<file path="config.mk">
export PLATFORM = sky130hd
export DESIGN_NAME = flash_seq
export DESIGN_NICKNAME = d
export VERILOG_FILES = /design/src/hdl/flash_seq_pkg.sv /design/src/hdl/flash_seq.sv
export SDC_FILE = /design/constraint.sdc
export NUM_CORES = 2
export LEC_CHECK = 0
export ABC_AREA = 1
export BUFFER_PORTS_ARGS = -buffer_cell sky130_fd_sc_hd__buf_2
export CAP_MARGIN = 10
export CORE_ASPECT_RATIO = 0.75
export CORE_MARGIN = 2
export CORE_UTILIZATION = 25
export DETAILED_ROUTE_END_ITERATION = 8
export HOLD_SLACK_MARGIN = 0.06
export MAX_ROUTING_LAYER = met4
export RECOVER_POWER = 50
export SETUP_SLACK_MARGIN = 0.1
export SYNTH_ARGS = -nofsm -noshare
export SYNTH_HDL_FRONTEND = slang
export SYNTH_SLANG_ARGS = --single-unit
</file>
<file path="constraint.sdc">
create_clock -name clk -period 34.4 [get_ports clk]
set_clock_uncertainty 0.15 [all_clocks]
set_input_delay 8.6 -clock clk [delete_from_list [all_inputs] [get_ports clk]]
set_output_delay 8.6 -clock clk [all_outputs]
set_load 0.1 [all_outputs]
</file>
<file path="src/hdl/flash_seq_pkg.sv">
// constants and types for the program/erase/suspend sequencer
package flash_seq_pkg;
  localparam logic [7:0] OP_PP3 = 8'h02;
  localparam logic [7:0] OP_OFP3 = 8'h82;
  localparam logic [7:0] OP_XOFP3 = 8'hC2;
  localparam logic [7:0] OP_PP4 = 8'h12;
  localparam logic [7:0] OP_OFP4 = 8'h84;
  localparam logic [7:0] OP_XOFP4 = 8'h8E;
  localparam logic [7:0] OP_SSE4K = 8'h20;
  localparam logic [7:0] OP_SSE32K = 8'h52;
  localparam logic [7:0] OP_SE = 8'hD8;
  localparam logic [7:0] OP_CE1 = 8'hC7;
  localparam logic [7:0] OP_CE2 = 8'h60;
  localparam logic [7:0] OP_SUSP = 8'h75;
  localparam logic [7:0] OP_RES = 8'h7A;
  localparam logic [7:0] OP_WREN = 8'h06;
  localparam logic [7:0] OP_WRDI = 8'h04;
  localparam logic [7:0] OP_CLFSR = 8'h50;
  localparam logic [7:0] OP_EN4B = 8'hB7;
  localparam logic [7:0] OP_EX4B = 8'hE9;
  // flag status bit positions
  localparam int FSR_READY = 7;
  localparam int FSR_ESUSP = 6;
  localparam int FSR_EERR = 5;
  localparam int FSR_PERR = 4;
  localparam int FSR_PSUSP = 2;
  localparam int FSR_PROT = 1;
  localparam logic [7:0] FSR_RST = 8'h80;
  localparam logic [7:0] FSR_ERR_M = 8'h32;
  // register offsets and fields
  localparam logic [3:0] REG_CTRL = 4'h0;
  localparam logic [3:0] REG_PROT = 4'h4;
  localparam logic [3:0] REG_STAT = 4'h8;
  localparam logic [3:0] REG_CLR = 4'hC;
  localparam int CTL_OCTAL = 0;
  localparam int CTL_ADDR4 = 1;
  localparam int CTL_PROT_EN = 2;
  localparam logic [2:0] CTRL_RST = 3'h0;
  localparam int PROT_HI_LSB = 16;
  localparam int SEC_LSB = 17;
  // timing
  localparam int CLK_NS = 100;
  localparam int PP_TIME_US = 200;
  localparam int SSE_TIME_MS = 50;
  localparam int SE_TIME_MS = 150;
  localparam int BE_TIME_S = 60;
  localparam int SUSP_LAT_US = 20;
  localparam logic [31:0] PP_CYC = 32'(PP_TIME_US * 1000 / CLK_NS);
  localparam logic [31:0] SSE_CYC = 32'(SSE_TIME_MS * (1000000 / CLK_NS));
  localparam logic [31:0] SE_CYC = 32'(SE_TIME_MS * (1000000 / CLK_NS));
  localparam logic [31:0] BE_CYC = 32'(BE_TIME_S * (1000000000 / CLK_NS));
  localparam logic [31:0] LAT_CYC = 32'(SUSP_LAT_US * 1000 / CLK_NS);
  typedef logic [1:0] ekind_t;
  localparam ekind_t EK_4K = 2'h0;
  localparam ekind_t EK_32K = 2'h1;
  localparam ekind_t EK_SEC = 2'h2;
  localparam ekind_t EK_CHIP = 2'h3;
  typedef enum logic [3:0] {
    LK_CMD = 4'b0001, LK_EXT = 4'b0010, LK_ADDR = 4'b0100, LK_DATA = 4'b1000
  } link_e;
  typedef enum logic [2:0] {
    ENG_IDLE = 3'b001, ENG_RUN = 3'b010, ENG_SUSP = 3'b100
  } eng_e;
endpackage

</file>
<file path="src/hdl/flash_seq.sv">
// program/erase/suspend command sequencer of the serial flash
//
// The register offsets and strobed register access were decided locally.
`timescale 1ns/1ps
`default_nettype none
module flash_seq #(
  parameter logic [31:0] PP_CYC = flash_seq_pkg::PP_CYC,
  parameter logic [31:0] SSE_CYC = flash_seq_pkg::SSE_CYC,
  parameter logic [31:0] SE_CYC = flash_seq_pkg::SE_CYC,
  parameter logic [31:0] BE_CYC = flash_seq_pkg::BE_CYC,
  parameter logic [31:0] LAT_CYC = flash_seq_pkg::LAT_CYC
) (
  // clock and reset
  input wire logic clk,
  input wire logic rst,
  // serial link pins
  input wire logic cs_n,
  input wire logic sclk,
  input wire logic [7:0] serial_io_lines,
  // register port
  input wire logic [3:0] reg_addr,
  input wire logic [31:0] reg_wdata,
  input wire logic reg_wr,
  input wire logic reg_rd,
  output logic [31:0] reg_rdata,
  // array side
  input wire logic arr_fail,
  output logic arr_erase,
  output flash_seq_pkg::ekind_t arr_erase_kind,
  output logic [31:0] arr_erase_addr,
  output logic arr_we,
  output logic [31:0] arr_waddr,
  output logic [7:0] arr_wdata
);
  import flash_seq_pkg::*;

  function automatic logic is_prog(input logic [7:0] op);
    return op == OP_PP3 || op == OP_OFP3 || op == OP_XOFP3 || op == OP_PP4 ||
           op == OP_OFP4 || op == OP_XOFP4;
  endfunction

  function automatic logic is_a4op(input logic [7:0] op);
    return op == OP_PP4 || op == OP_OFP4 || op == OP_XOFP4;
  endfunction

  function automatic logic is_erase(input logic [7:0] op);
    return op == OP_SSE4K || op == OP_SSE32K || op == OP_SE || op == OP_CE1 ||
           op == OP_CE2;
  endfunction

  function automatic logic has_addr(input logic [7:0] op);
    return is_prog(op) || (is_erase(op) && op != OP_CE1 && op != OP_CE2);
  endfunction

  function automatic logic prot(input logic [31:0] a, input logic en,
                                input logic [8:0] lo, input logic [8:0] hi);
    return en && a[SEC_LSB+8:SEC_LSB] >= lo && a[SEC_LSB+8:SEC_LSB] <= hi;
  endfunction

  // input synchronisers
  logic cs_s1_q, cs_s2_q, cs_s3_q;
  logic ck_s1_q, ck_s2_q, ck_s3_q;
  logic [7:0] dq_s1_q, dq_s2_q;

  always_ff @(posedge clk) begin
    if (rst) begin
      cs_s1_q <= 1'b1;
      cs_s2_q <= 1'b1;
      cs_s3_q <= 1'b1;
      ck_s1_q <= 1'b0;
      ck_s2_q <= 1'b0;
      ck_s3_q <= 1'b0;
      dq_s1_q <= 8'h00;
      dq_s2_q <= 8'h00;
    end else begin
      cs_s1_q <= cs_n;
      cs_s2_q <= cs_s1_q;
      cs_s3_q <= cs_s2_q;
      ck_s1_q <= sclk;
      ck_s2_q <= ck_s1_q;
      ck_s3_q <= ck_s2_q;
      dq_s1_q <= serial_io_lines;
      dq_s2_q <= dq_s1_q;
    end
  end

  // link state
  link_e lk_q, lk_d;
  logic [7:0] sh_q, sh_d, op_q, op_d, off_q, off_d, byte_v;
  logic [2:0] bit_q, bit_d;
  logic [31:0] addr_q, addr_d;
  logic [1:0] acnt_q, acnt_d, alen_q, alen_d;
  logic bad_q, bad_d, go_q, go_d, byte_ok, bw_en, octal, ck_rise, ck_fall;
  logic [255:0] vmask_q, vmask_d;
  logic [7:0] pbuf [256];

  // core state
  eng_e eng_q, eng_d;
  logic e_act_q, e_act_d, e_susp_q, e_susp_d, p_act_q, p_act_d, p_susp_q, p_susp_d;
  ekind_t e_kind_q, e_kind_d, arr_ekind_q, arr_ekind_d;
  logic [31:0] e_addr_q, e_addr_d, p_addr_q, p_addr_d, e_rem_q, e_rem_d;
  logic [31:0] p_rem_q, p_rem_d, lat_q, lat_d, rem;
  logic run_p_q, run_p_d, wip_q, wip_d, wel_q, wel_d, a4_q, a4_d;
  logic [7:0] fsr_q, fsr_d;
  logic [2:0] ctrl_q, ctrl_d;
  logic [8:0] plo_q, plo_d, phi_q, phi_d, dptr_q, dptr_d;
  logic arr_erase_q, arr_erase_d, arr_we_q, arr_we_d;
  logic [31:0] arr_eaddr_q, arr_eaddr_d, arr_waddr_q, arr_waddr_d, rdata_q, rdata_d;
  logic [7:0] arr_wdata_q, arr_wdata_d;

  always_comb begin
    lk_d = lk_q;
    sh_d = sh_q;
    bit_d = bit_q;
    op_d = op_q;
    addr_d = addr_q;
    acnt_d = acnt_q;
    alen_d = alen_q;
    off_d = off_q;
    bad_d = bad_q;
    go_d = 1'b0;
    vmask_d = vmask_q;
    bw_en = 1'b0;
    byte_ok = 1'b0;
    byte_v = 8'h00;
    octal = ctrl_q[CTL_OCTAL];
    ck_rise = ck_s2_q & ~ck_s3_q;
    ck_fall = ~ck_s2_q & ck_s3_q;
    if (cs_s3_q & ~cs_s2_q) begin
      lk_d = LK_CMD;
      bit_d = 3'd0;
      acnt_d = 2'd0;
      addr_d = 32'h0;
      bad_d = 1'b0;
      // a running or suspended program still owns the page buffer
      if (!p_act_q) begin
        vmask_d = '0;
      end
    end else if (~cs_s2_q & (ck_rise | (octal & ck_fall))) begin
      if (octal) begin
        byte_ok = 1'b1;
        byte_v = dq_s2_q;
      end else begin
        sh_d = {sh_q[6:0], dq_s2_q[0]};
        bit_d = bit_q + 3'd1;
        if (bit_q == 3'd7) begin
          byte_ok = 1'b1;
          byte_v = sh_d;
        end
      end
    end else if (cs_s2_q & ~cs_s3_q) begin
      go_d = lk_q == LK_DATA && bit_q == 3'd0 && !bad_q;
    end
    if (byte_ok) begin
      case (lk_q)
        LK_CMD: begin
          op_d = byte_v;
          alen_d = (octal | a4_q | is_a4op(byte_v)) ? 2'd3 : 2'd2;
          if (octal) begin
            lk_d = LK_EXT;
          end else begin
            lk_d = has_addr(byte_v) ? LK_ADDR : LK_DATA;
          end
        end
        LK_EXT: begin
          lk_d = has_addr(op_q) ? LK_ADDR : LK_DATA;
        end
        LK_ADDR: begin
          addr_d = {addr_q[23:0], byte_v};
          acnt_d = acnt_q + 2'd1;
          if (acnt_q == alen_q) begin
            lk_d = LK_DATA;
            off_d = byte_v;
          end
        end
        LK_DATA: begin
          if (is_prog(op_q)) begin
            if (!p_act_q) begin
              bw_en = 1'b1;
              vmask_d[off_q] = 1'b1;
            end
            off_d = off_q + 8'd1;
          end else begin
            bad_d = 1'b1;
          end
        end
        default: lk_d = LK_CMD;
      endcase
    end
  end

  always_ff @(posedge clk) begin
    if (rst) begin
      lk_q <= LK_CMD;
      sh_q <= 8'h00;
      bit_q <= 3'd0;
      op_q <= 8'h00;
      addr_q <= 32'h0;
      acnt_q <= 2'd0;
      alen_q <= 2'd0;
      off_q <= 8'h00;
      bad_q <= 1'b0;
      go_q <= 1'b0;
      vmask_q <= '0;
    end else begin
      lk_q <= lk_d;
      sh_q <= sh_d;
      bit_q <= bit_d;
      op_q <= op_d;
      addr_q <= addr_d;
      acnt_q <= acnt_d;
      alen_q <= alen_d;
      off_q <= off_d;
      bad_q <= bad_d;
      go_q <= go_d;
      vmask_q <= vmask_d;
    end
  end

  // page buffer keeps only the last byte per offset
  always_ff @(posedge clk) begin
    if (bw_en) begin
      pbuf[off_q] <= byte_v;
    end
  end

  always_comb begin
    eng_d = eng_q;
    e_act_d = e_act_q;
    e_susp_d = e_susp_q;
    e_kind_d = e_kind_q;
    e_addr_d = e_addr_q;
    e_rem_d = e_rem_q;
    p_act_d = p_act_q;
    p_susp_d = p_susp_q;
    p_addr_d = p_addr_q;
    p_rem_d = p_rem_q;
    run_p_d = run_p_q;
    lat_d = lat_q;
    fsr_d = fsr_q;
    wip_d = wip_q;
    wel_d = wel_q;
    a4_d = a4_q;
    ctrl_d = ctrl_q;
    plo_d = plo_q;
    phi_d = phi_q;
    dptr_d = dptr_q;
    arr_erase_d = 1'b0;
    arr_ekind_d = arr_ekind_q;
    arr_eaddr_d = arr_eaddr_q;
    arr_we_d = 1'b0;
    arr_waddr_d = arr_waddr_q;
    arr_wdata_d = arr_wdata_q;
    rdata_d = 32'h0;
    rem = run_p_q ? p_rem_q : e_rem_q;
    // software clears first so that a flag set in the same cycle survives
    if (reg_wr) begin
      if (reg_addr == REG_CTRL) begin
        ctrl_d = reg_wdata[2:0];
        a4_d = reg_wdata[CTL_ADDR4];
      end else if (reg_addr == REG_PROT) begin
        plo_d = reg_wdata[8:0];
        phi_d = reg_wdata[PROT_HI_LSB+8:PROT_HI_LSB];
      end else if (reg_addr == REG_CLR) begin
        fsr_d = fsr_q & ~FSR_ERR_M;
      end
    end
    if (reg_rd) begin
      if (reg_addr == REG_CTRL) begin
        rdata_d = {29'h0, ctrl_q};
      end else if (reg_addr == REG_PROT) begin
        rdata_d = {7'h0, phi_q, 7'h0, plo_q};
      end else if (reg_addr == REG_STAT) begin
        rdata_d = {21'h0, a4_q, wel_q, wip_q, fsr_q};
      end
    end
    if (go_q) begin
      if (op_q == OP_WREN) begin
        wel_d = 1'b1;
      end else if (op_q == OP_WRDI) begin
        wel_d = 1'b0;
      end else if (op_q == OP_EN4B) begin
        a4_d = 1'b1;
      end else if (op_q == OP_EX4B) begin
        a4_d = 1'b0;
      end else if (op_q == OP_CLFSR) begin
        fsr_d = fsr_d & ~FSR_ERR_M;
      end else if (is_prog(op_q)) begin
        if (wel_q && eng_q == ENG_IDLE && !p_act_q) begin
          if (e_act_q && addr_q[31:SEC_LSB] == e_addr_q[31:SEC_LSB]) begin
            fsr_d[FSR_PERR] = 1'b1;
          end else if (prot(addr_q, ctrl_q[CTL_PROT_EN], plo_q, phi_q)) begin
            fsr_d[FSR_PROT] = 1'b1;
            fsr_d[FSR_PERR] = 1'b1;
          end else begin
            p_act_d = 1'b1;
            p_addr_d = addr_q;
            p_rem_d = PP_CYC;
            run_p_d = 1'b1;
            eng_d = ENG_RUN;
            wip_d = 1'b1;
            fsr_d[FSR_READY] = 1'b0;
            dptr_d = 9'd0;
          end
        end
      end else if (is_erase(op_q)) begin
        // latch clear: silently dropped, no flag
        if (wel_q && eng_q == ENG_IDLE && !e_act_q && !p_act_q) begin
          if (op_q == OP_CE1 || op_q == OP_CE2) begin
            e_kind_d = EK_CHIP;
          end else if (op_q == OP_SE) begin
            e_kind_d = EK_SEC;
          end else if (op_q == OP_SSE32K) begin
            e_kind_d = EK_32K;
          end else begin
            e_kind_d = EK_4K;
          end
          if (e_kind_d == EK_CHIP ? ctrl_q[CTL_PROT_EN]
              : prot(addr_q, ctrl_q[CTL_PROT_EN], plo_q, phi_q)) begin
            fsr_d[FSR_PROT] = 1'b1;
            fsr_d[FSR_EERR] = 1'b1;
            e_kind_d = e_kind_q;
          end else begin
            e_act_d = 1'b1;
            e_addr_d = addr_q;
            e_rem_d = e_kind_d == EK_CHIP ? BE_CYC : e_kind_d == EK_SEC ? SE_CYC
                      : SSE_CYC;
            run_p_d = 1'b0;
            eng_d = ENG_RUN;
            wip_d = 1'b1;
            fsr_d[FSR_READY] = 1'b0;
          end
        end
      end else if (op_q == OP_SUSP && eng_q == ENG_RUN && (run_p_q || e_kind_q != EK_CHIP)) begin
        fsr_d[run_p_q ? FSR_PSUSP : FSR_ESUSP] = 1'b1;
        // too close to the end: let it finish, completion drops the flag again
        if (rem > LAT_CYC) begin
          eng_d = ENG_SUSP;
          lat_d = LAT_CYC;
        end
      end else if (op_q == OP_RES && eng_q == ENG_IDLE && (p_susp_q || e_susp_q)) begin
        // no fresh lock check on resume, the erase keeps its original target
        if (p_susp_q) begin
          p_susp_d = 1'b0;
          run_p_d = 1'b1;
          fsr_d[FSR_PSUSP] = 1'b0;
        end else begin
          e_susp_d = 1'b0;
          run_p_d = 1'b0;
          fsr_d[FSR_ESUSP] = 1'b0;
        end
        eng_d = ENG_RUN;
        wip_d = 1'b1;
        fsr_d[FSR_READY] = 1'b0;
      end
    end
    if (eng_q != ENG_IDLE) begin
      if (run_p_q) begin
        p_rem_d = p_rem_q - 32'd1;
        if (!dptr_q[8]) begin
          arr_we_d = vmask_q[dptr_q[7:0]];
          arr_waddr_d = {p_addr_q[31:8], dptr_q[7:0]};
          arr_wdata_d = pbuf[dptr_q[7:0]];
          dptr_d = dptr_q + 9'd1;
        end
      end else begin
        e_rem_d = e_rem_q - 32'd1;
      end
      if (rem == 32'd1) begin
        eng_d = ENG_IDLE;
        wip_d = 1'b0;
        wel_d = 1'b0;
        fsr_d[FSR_READY] = 1'b1;
        if (run_p_q) begin
          p_act_d = 1'b0;
          fsr_d[FSR_PSUSP] = 1'b0;
          fsr_d[FSR_PERR] = fsr_d[FSR_PERR] | arr_fail;
        end else begin
          e_act_d = 1'b0;
          fsr_d[FSR_ESUSP] = 1'b0;
          fsr_d[FSR_EERR] = fsr_d[FSR_EERR] | arr_fail;
          arr_erase_d = 1'b1;
          arr_ekind_d = e_kind_q;
          arr_eaddr_d = e_addr_q;
        end
      end else if (eng_q == ENG_SUSP) begin
        lat_d = lat_q - 32'd1;
        if (lat_q == 32'd1) begin
          // parked until a resume arrives
          eng_d = ENG_IDLE;
          wip_d = 1'b0;
          fsr_d[FSR_READY] = 1'b1;
          if (run_p_q) begin
            p_susp_d = 1'b1;
          end else begin
            e_susp_d = 1'b1;
          end
        end
      end
    end
  end

  always_ff @(posedge clk) begin
    if (rst) begin
      eng_q <= ENG_IDLE;
      e_act_q <= 1'b0;
      e_susp_q <= 1'b0;
      e_kind_q <= EK_4K;
      e_addr_q <= 32'h0;
      e_rem_q <= 32'h0;
      p_act_q <= 1'b0;
      p_susp_q <= 1'b0;
      p_addr_q <= 32'h0;
      p_rem_q <= 32'h0;
      run_p_q <= 1'b0;
      lat_q <= 32'h0;
      fsr_q <= FSR_RST;
      wip_q <= 1'b0;
      wel_q <= 1'b0;
      a4_q <= 1'b0;
      ctrl_q <= CTRL_RST;
      plo_q <= 9'h000;
      phi_q <= 9'h000;
      dptr_q <= 9'h100;
      arr_erase_q <= 1'b0;
      arr_ekind_q <= EK_4K;
      arr_eaddr_q <= 32'h0;
      arr_we_q <= 1'b0;
      arr_waddr_q <= 32'h0;
      arr_wdata_q <= 8'h00;
      rdata_q <= 32'h0;
    end else begin
      eng_q <= eng_d;
      e_act_q <= e_act_d;
      e_susp_q <= e_susp_d;
      e_kind_q <= e_kind_d;
      e_addr_q <= e_addr_d;
      e_rem_q <= e_rem_d;
      p_act_q <= p_act_d;
      p_susp_q <= p_susp_d;
      p_addr_q <= p_addr_d;
      p_rem_q <= p_rem_d;
      run_p_q <= run_p_d;
      lat_q <= lat_d;
      fsr_q <= fsr_d;
      wip_q <= wip_d;
      wel_q <= wel_d;
      a4_q <= a4_d;
      ctrl_q <= ctrl_d;
      plo_q <= plo_d;
      phi_q <= phi_d;
      dptr_q <= dptr_d;
      arr_erase_q <= arr_erase_d;
      arr_ekind_q <= arr_ekind_d;
      arr_eaddr_q <= arr_eaddr_d;
      arr_we_q <= arr_we_d;
      arr_waddr_q <= arr_waddr_d;
      arr_wdata_q <= arr_wdata_d;
      rdata_q <= rdata_d;
    end
  end

  assign reg_rdata = rdata_q;
  assign arr_erase = arr_erase_q;
  assign arr_erase_kind = arr_ekind_q;
  assign arr_erase_addr = arr_eaddr_q;
  assign arr_we = arr_we_q;
  assign arr_waddr = arr_waddr_q;
  assign arr_wdata = arr_wdata_q;
endmodule
`default_nettype wire

</file>
==> run metrics <==
YS warnings=0; antenna violations before repair=9; Nets=roughly 11000; worst path required time=around 34 ns; power per cell area=50.6 nW/µm²; crit start category=register; Worst R2R Start=cs_s2_q$_SDFF_PP1_; hold crit path type=reg -> reg; clk buf depth=4; hold_buf cts=0; leakage=between 40 and 50 nW; Crit Path Class=reg -> reg; Final WS setup=21.32 ns; sequential power share=53.8%; drc violations=0; final cell count without fillers=approximately 17000; hold path depth=2; most frequent cell after synthesis=nor2_1; total gr overflow=0; internal power=0.00510 W; I/O Buffers=about 130; worst reg2reg path depth=7; sw frac=between 20 and 25%; worst-margin pin slew=between 9 and 10 ns; endpoint class of the critical path=register; DR vias/cell=approximately 4.7; routed len/inst=between 15 and 20 µm; Worst Hold Endpoint=dq_s2_q[1]$_SDFF_PP0_; die height=between 500 and 600 µm; top cells by area, synth=edfxtp_1 (55%), dfxtp_1 (12%), nor2_1 (7.7%); htree depth=5; total wire length=325 mm; clock share of power=45.6%; total CTS buffers=270; worst hold start=dq_s1_q[1]$_SDFF_PP0_; Die Width=about 780 µm; row cnt=~210; IO Count=159; Clock Sink Count=2691; Synth Cell Area=~110000 µm²; area delta synth->final=13.2%; PostCTS Resize Cnt=0; number of max-cap violations=23; switching power=between 0.001 and 0.0015 W; share of total power in combinational logic=0.6%; post-detail-place hpwl=186 mm; cell count after synthesis=11100; Period minus WS final=13.08 ns; Via Count=80300; Max-Slew Margin vs Limit=-525%; clock root cell=clkbuf_16; R2R Setup Slk=21.32 ns; final hold vios=0; #FFs+latches synth=2691; RSZ-0062 raised after global routing=false; Place WS=22.99 ns; Post-synth ARST share=0%; run status=finished with violations; Peak VDD IR=39.9 µV; Setup Buffers After CTS=0; Clk Latency, worst-skew pair=0.85 ns; CTS tree=built; share of layout cells above drive strength 1=6.28%; setup total negative slack=0 ns; Final period util=38.0%; Post-synth EDFFs=between 2000 and 2500; DRT Pass-1 Iters=6; CORE AREA=445000 µm²; Seq/Total Area, Yosys=between 60 and 70%; largest area contributor in the netlist=edfxtp_1; placed cells=~17000; Critical R2R Capture=pbuf[211][5]$_DFFE_PP_; vias in the first global route=72600; most frequent cells after synthesis=nor2_1 (2305), edfxtp_1 (2048), nand2_1 (1520); CP max FO=179; Worst-path clk slew=around 0.06 ns; Post-DRT Antenna Nets=0; RePlAce Congestion=0.874; Initial Util=25.1%; die area=452000 µm²; hold slack final=0.241 ns; Setup Viol. Count Final=0; CP arrival=about 13 ns; max frequency=76.4 MHz; largest net degree at the start of global routing=183; Iter 0 DRT Violations=about 10000; Fillers=45700; Max Slew Vio Count=2082; Syn Area/Cell=10.1 µm²; Post-synth top flop=edfxtp_1; GRT Resource Usage Total=14.0%; first-pass GRT wire length=about 480 mm; Synth top area share=55.0%; post-synth cell types=58; failing checks=capacitance limit, slew limit
## area by class of cell
| cell class | count | area (µm²) | area share [%] |
|---|---|---|---|
| Antenna cell | 10 | 25.0 | 0.0198 |
| Multi-Input combinational cell | 7021 | 31900 | 25.2 |
| Timing Repair Buffer | 244 | 1630 | 1.29 |
| Clock buffer | 366 | 7580 | 5.99 |
| Clock inverter | 112 | 1020 | 0.806 |
| Tap cell | 5885 | 7360 | 5.82 |
| Inverter | 695 | 2660 | 2.10 |
| Sequential cell | 2691 | 74400 | 58.8 |
## worst max-delay path, cell delays in order (launching register included)
cell and delay (ns):
dfxtp_1 0.41, inv_1 0.10, nand2_1 0.08, clkbuf_1 1.58
o21ai_0 0.39, nor3_2 0.25, clkbuf_1 6.45, clkbuf_1 2.76
## per-stage QoR
| step | power (W) | utilization (%) | area, µm² |
|---|---|---|---|
| 6_report | 0.00641 | 28.4 | 127000 |
| 4_1_cts | 0.00644 | 28.5 | 127000 |
| 3_5_place_dp | 0.00356 | 26.6 | 118000 |
| 3_3_place_gp | 0.00356 | 26.6 | 118000 |
| 2_1_floorplan | 0.00355 | - | 112000 |
| 5_1_grt | 0.00657 | 28.4 | 127000 |
## layout by cell type (no fill, tap or decap), types with 14 or more instances in the layout
master | Yosys | layout
a21oi_1 | 570 | 571
buf_12 | 0 | 15
buf_2 | 170 | 131
buf_4 | 54 | 73
clkbuf_1 | 386 | 81
clkbuf_16 | 0 | 277
clkbuf_8 | 0 | 31
clkinv_1 | 7 | 39
clkinv_2 | 0 | 42
dfxtp_1 | 643 | 639
edfxtp_1 | 2048 | 2048
ha_1 | 30 | 30
inv_1 | 680 | 670
nand2_1 | 1520 | 1522
nand3_1 | 502 | 501
nand4_1 | 40 | 40
nor2_1 | 2305 | 2287
nor2_4 | 6 | 15
nor3_1 | 62 | 62
nor4_1 | 13 | 14
o211ai_1 | 225 | 225
o21ai_0 | 1492 | 1492
o22ai_1 | 93 | 93
or2_2 | 21 | 21
xor2_1 | 14 | 14
## power groups by stage
stage	Clock, W	Combinational (W)	Sequential, W
after floorplan	0	0.0000271	0.00352
after global routing	0.00308	0.0000408	0.00345
after global placement	0	0.0000375	0.00352
final	0.00292	0.0000381	0.00345
after CTS	0.00296	0.0000377	0.00345
after detailed placement	0	0.0000377	0.00352
## sequential cells by signal, indices dropped and copies added, names as in the netlist, 9 cells and up
name,count
arr_erase_addr,32
arr_waddr,32
e_rem_q,32
p_addr_q,24
p_rem_q,32
plo_q,9
pbuf,2048
phi_q,9
vmask_q,256
lat_q,32
reg_rdata,20
e_addr_q,32
addr_q,32
dptr_q,9
## how the worst max path moves through the flow
stage	cells past startpoint	slack [ns]	endpoint	startpoint
after global routing	7	20.57	pbuf[208][5]$_DFFE_PP_	cs_s2_q$_SDFF_PP1_
after global placement	7	23.07	reg_rdata[6]$_SDFF_PP0_	rst
after CTS	1	23.68	arr_we	arr_we$_SDFF_PP0_
final	7	21.32	pbuf[211][5]$_DFFE_PP_	cs_s2_q$_SDFF_PP1_
after detailed placement	7	22.99	reg_rdata[6]$_SDFF_PP0_	rst
after floorplan	5	21.64	pbuf[0][5]$_DFFE_PP_	bit_q[0]$_SDFFE_PP0P_
## metal layers
layer / part of all wire [%] / vias to the layer above / track usage, %
li1: - / 37600 / -
met1: 46 / 38900 / 20.4
met2: 42 / 3384 / 19.6
met3: 9.8 / 454 / 2.83
met4: 2.7 / 0 / 3.90
met5: 0 / - / -
## kinds of logic (layout without fill, tap and decap cells)
family / Yosys count / after routing / share of synthesized area, %
AO/OA/AOI/OAI: 2444 / 2444 / 11.7
XOR/XNOR: 23 / 23 / 0.180
adder cells (fa/ha/maj): 30 / 30 / 0.336
buffers and inverters: 1378 / 1417 / 5.01
flip-flops: 2691 / 2691 / 66.5
multiplexers: 1 / 1 / 0.00896
other: 1 / 22 / 0.00336
AND/OR/NAND/NOR: 4511 / 4511 / 16.2
Power figures use the tool's default switching activity.
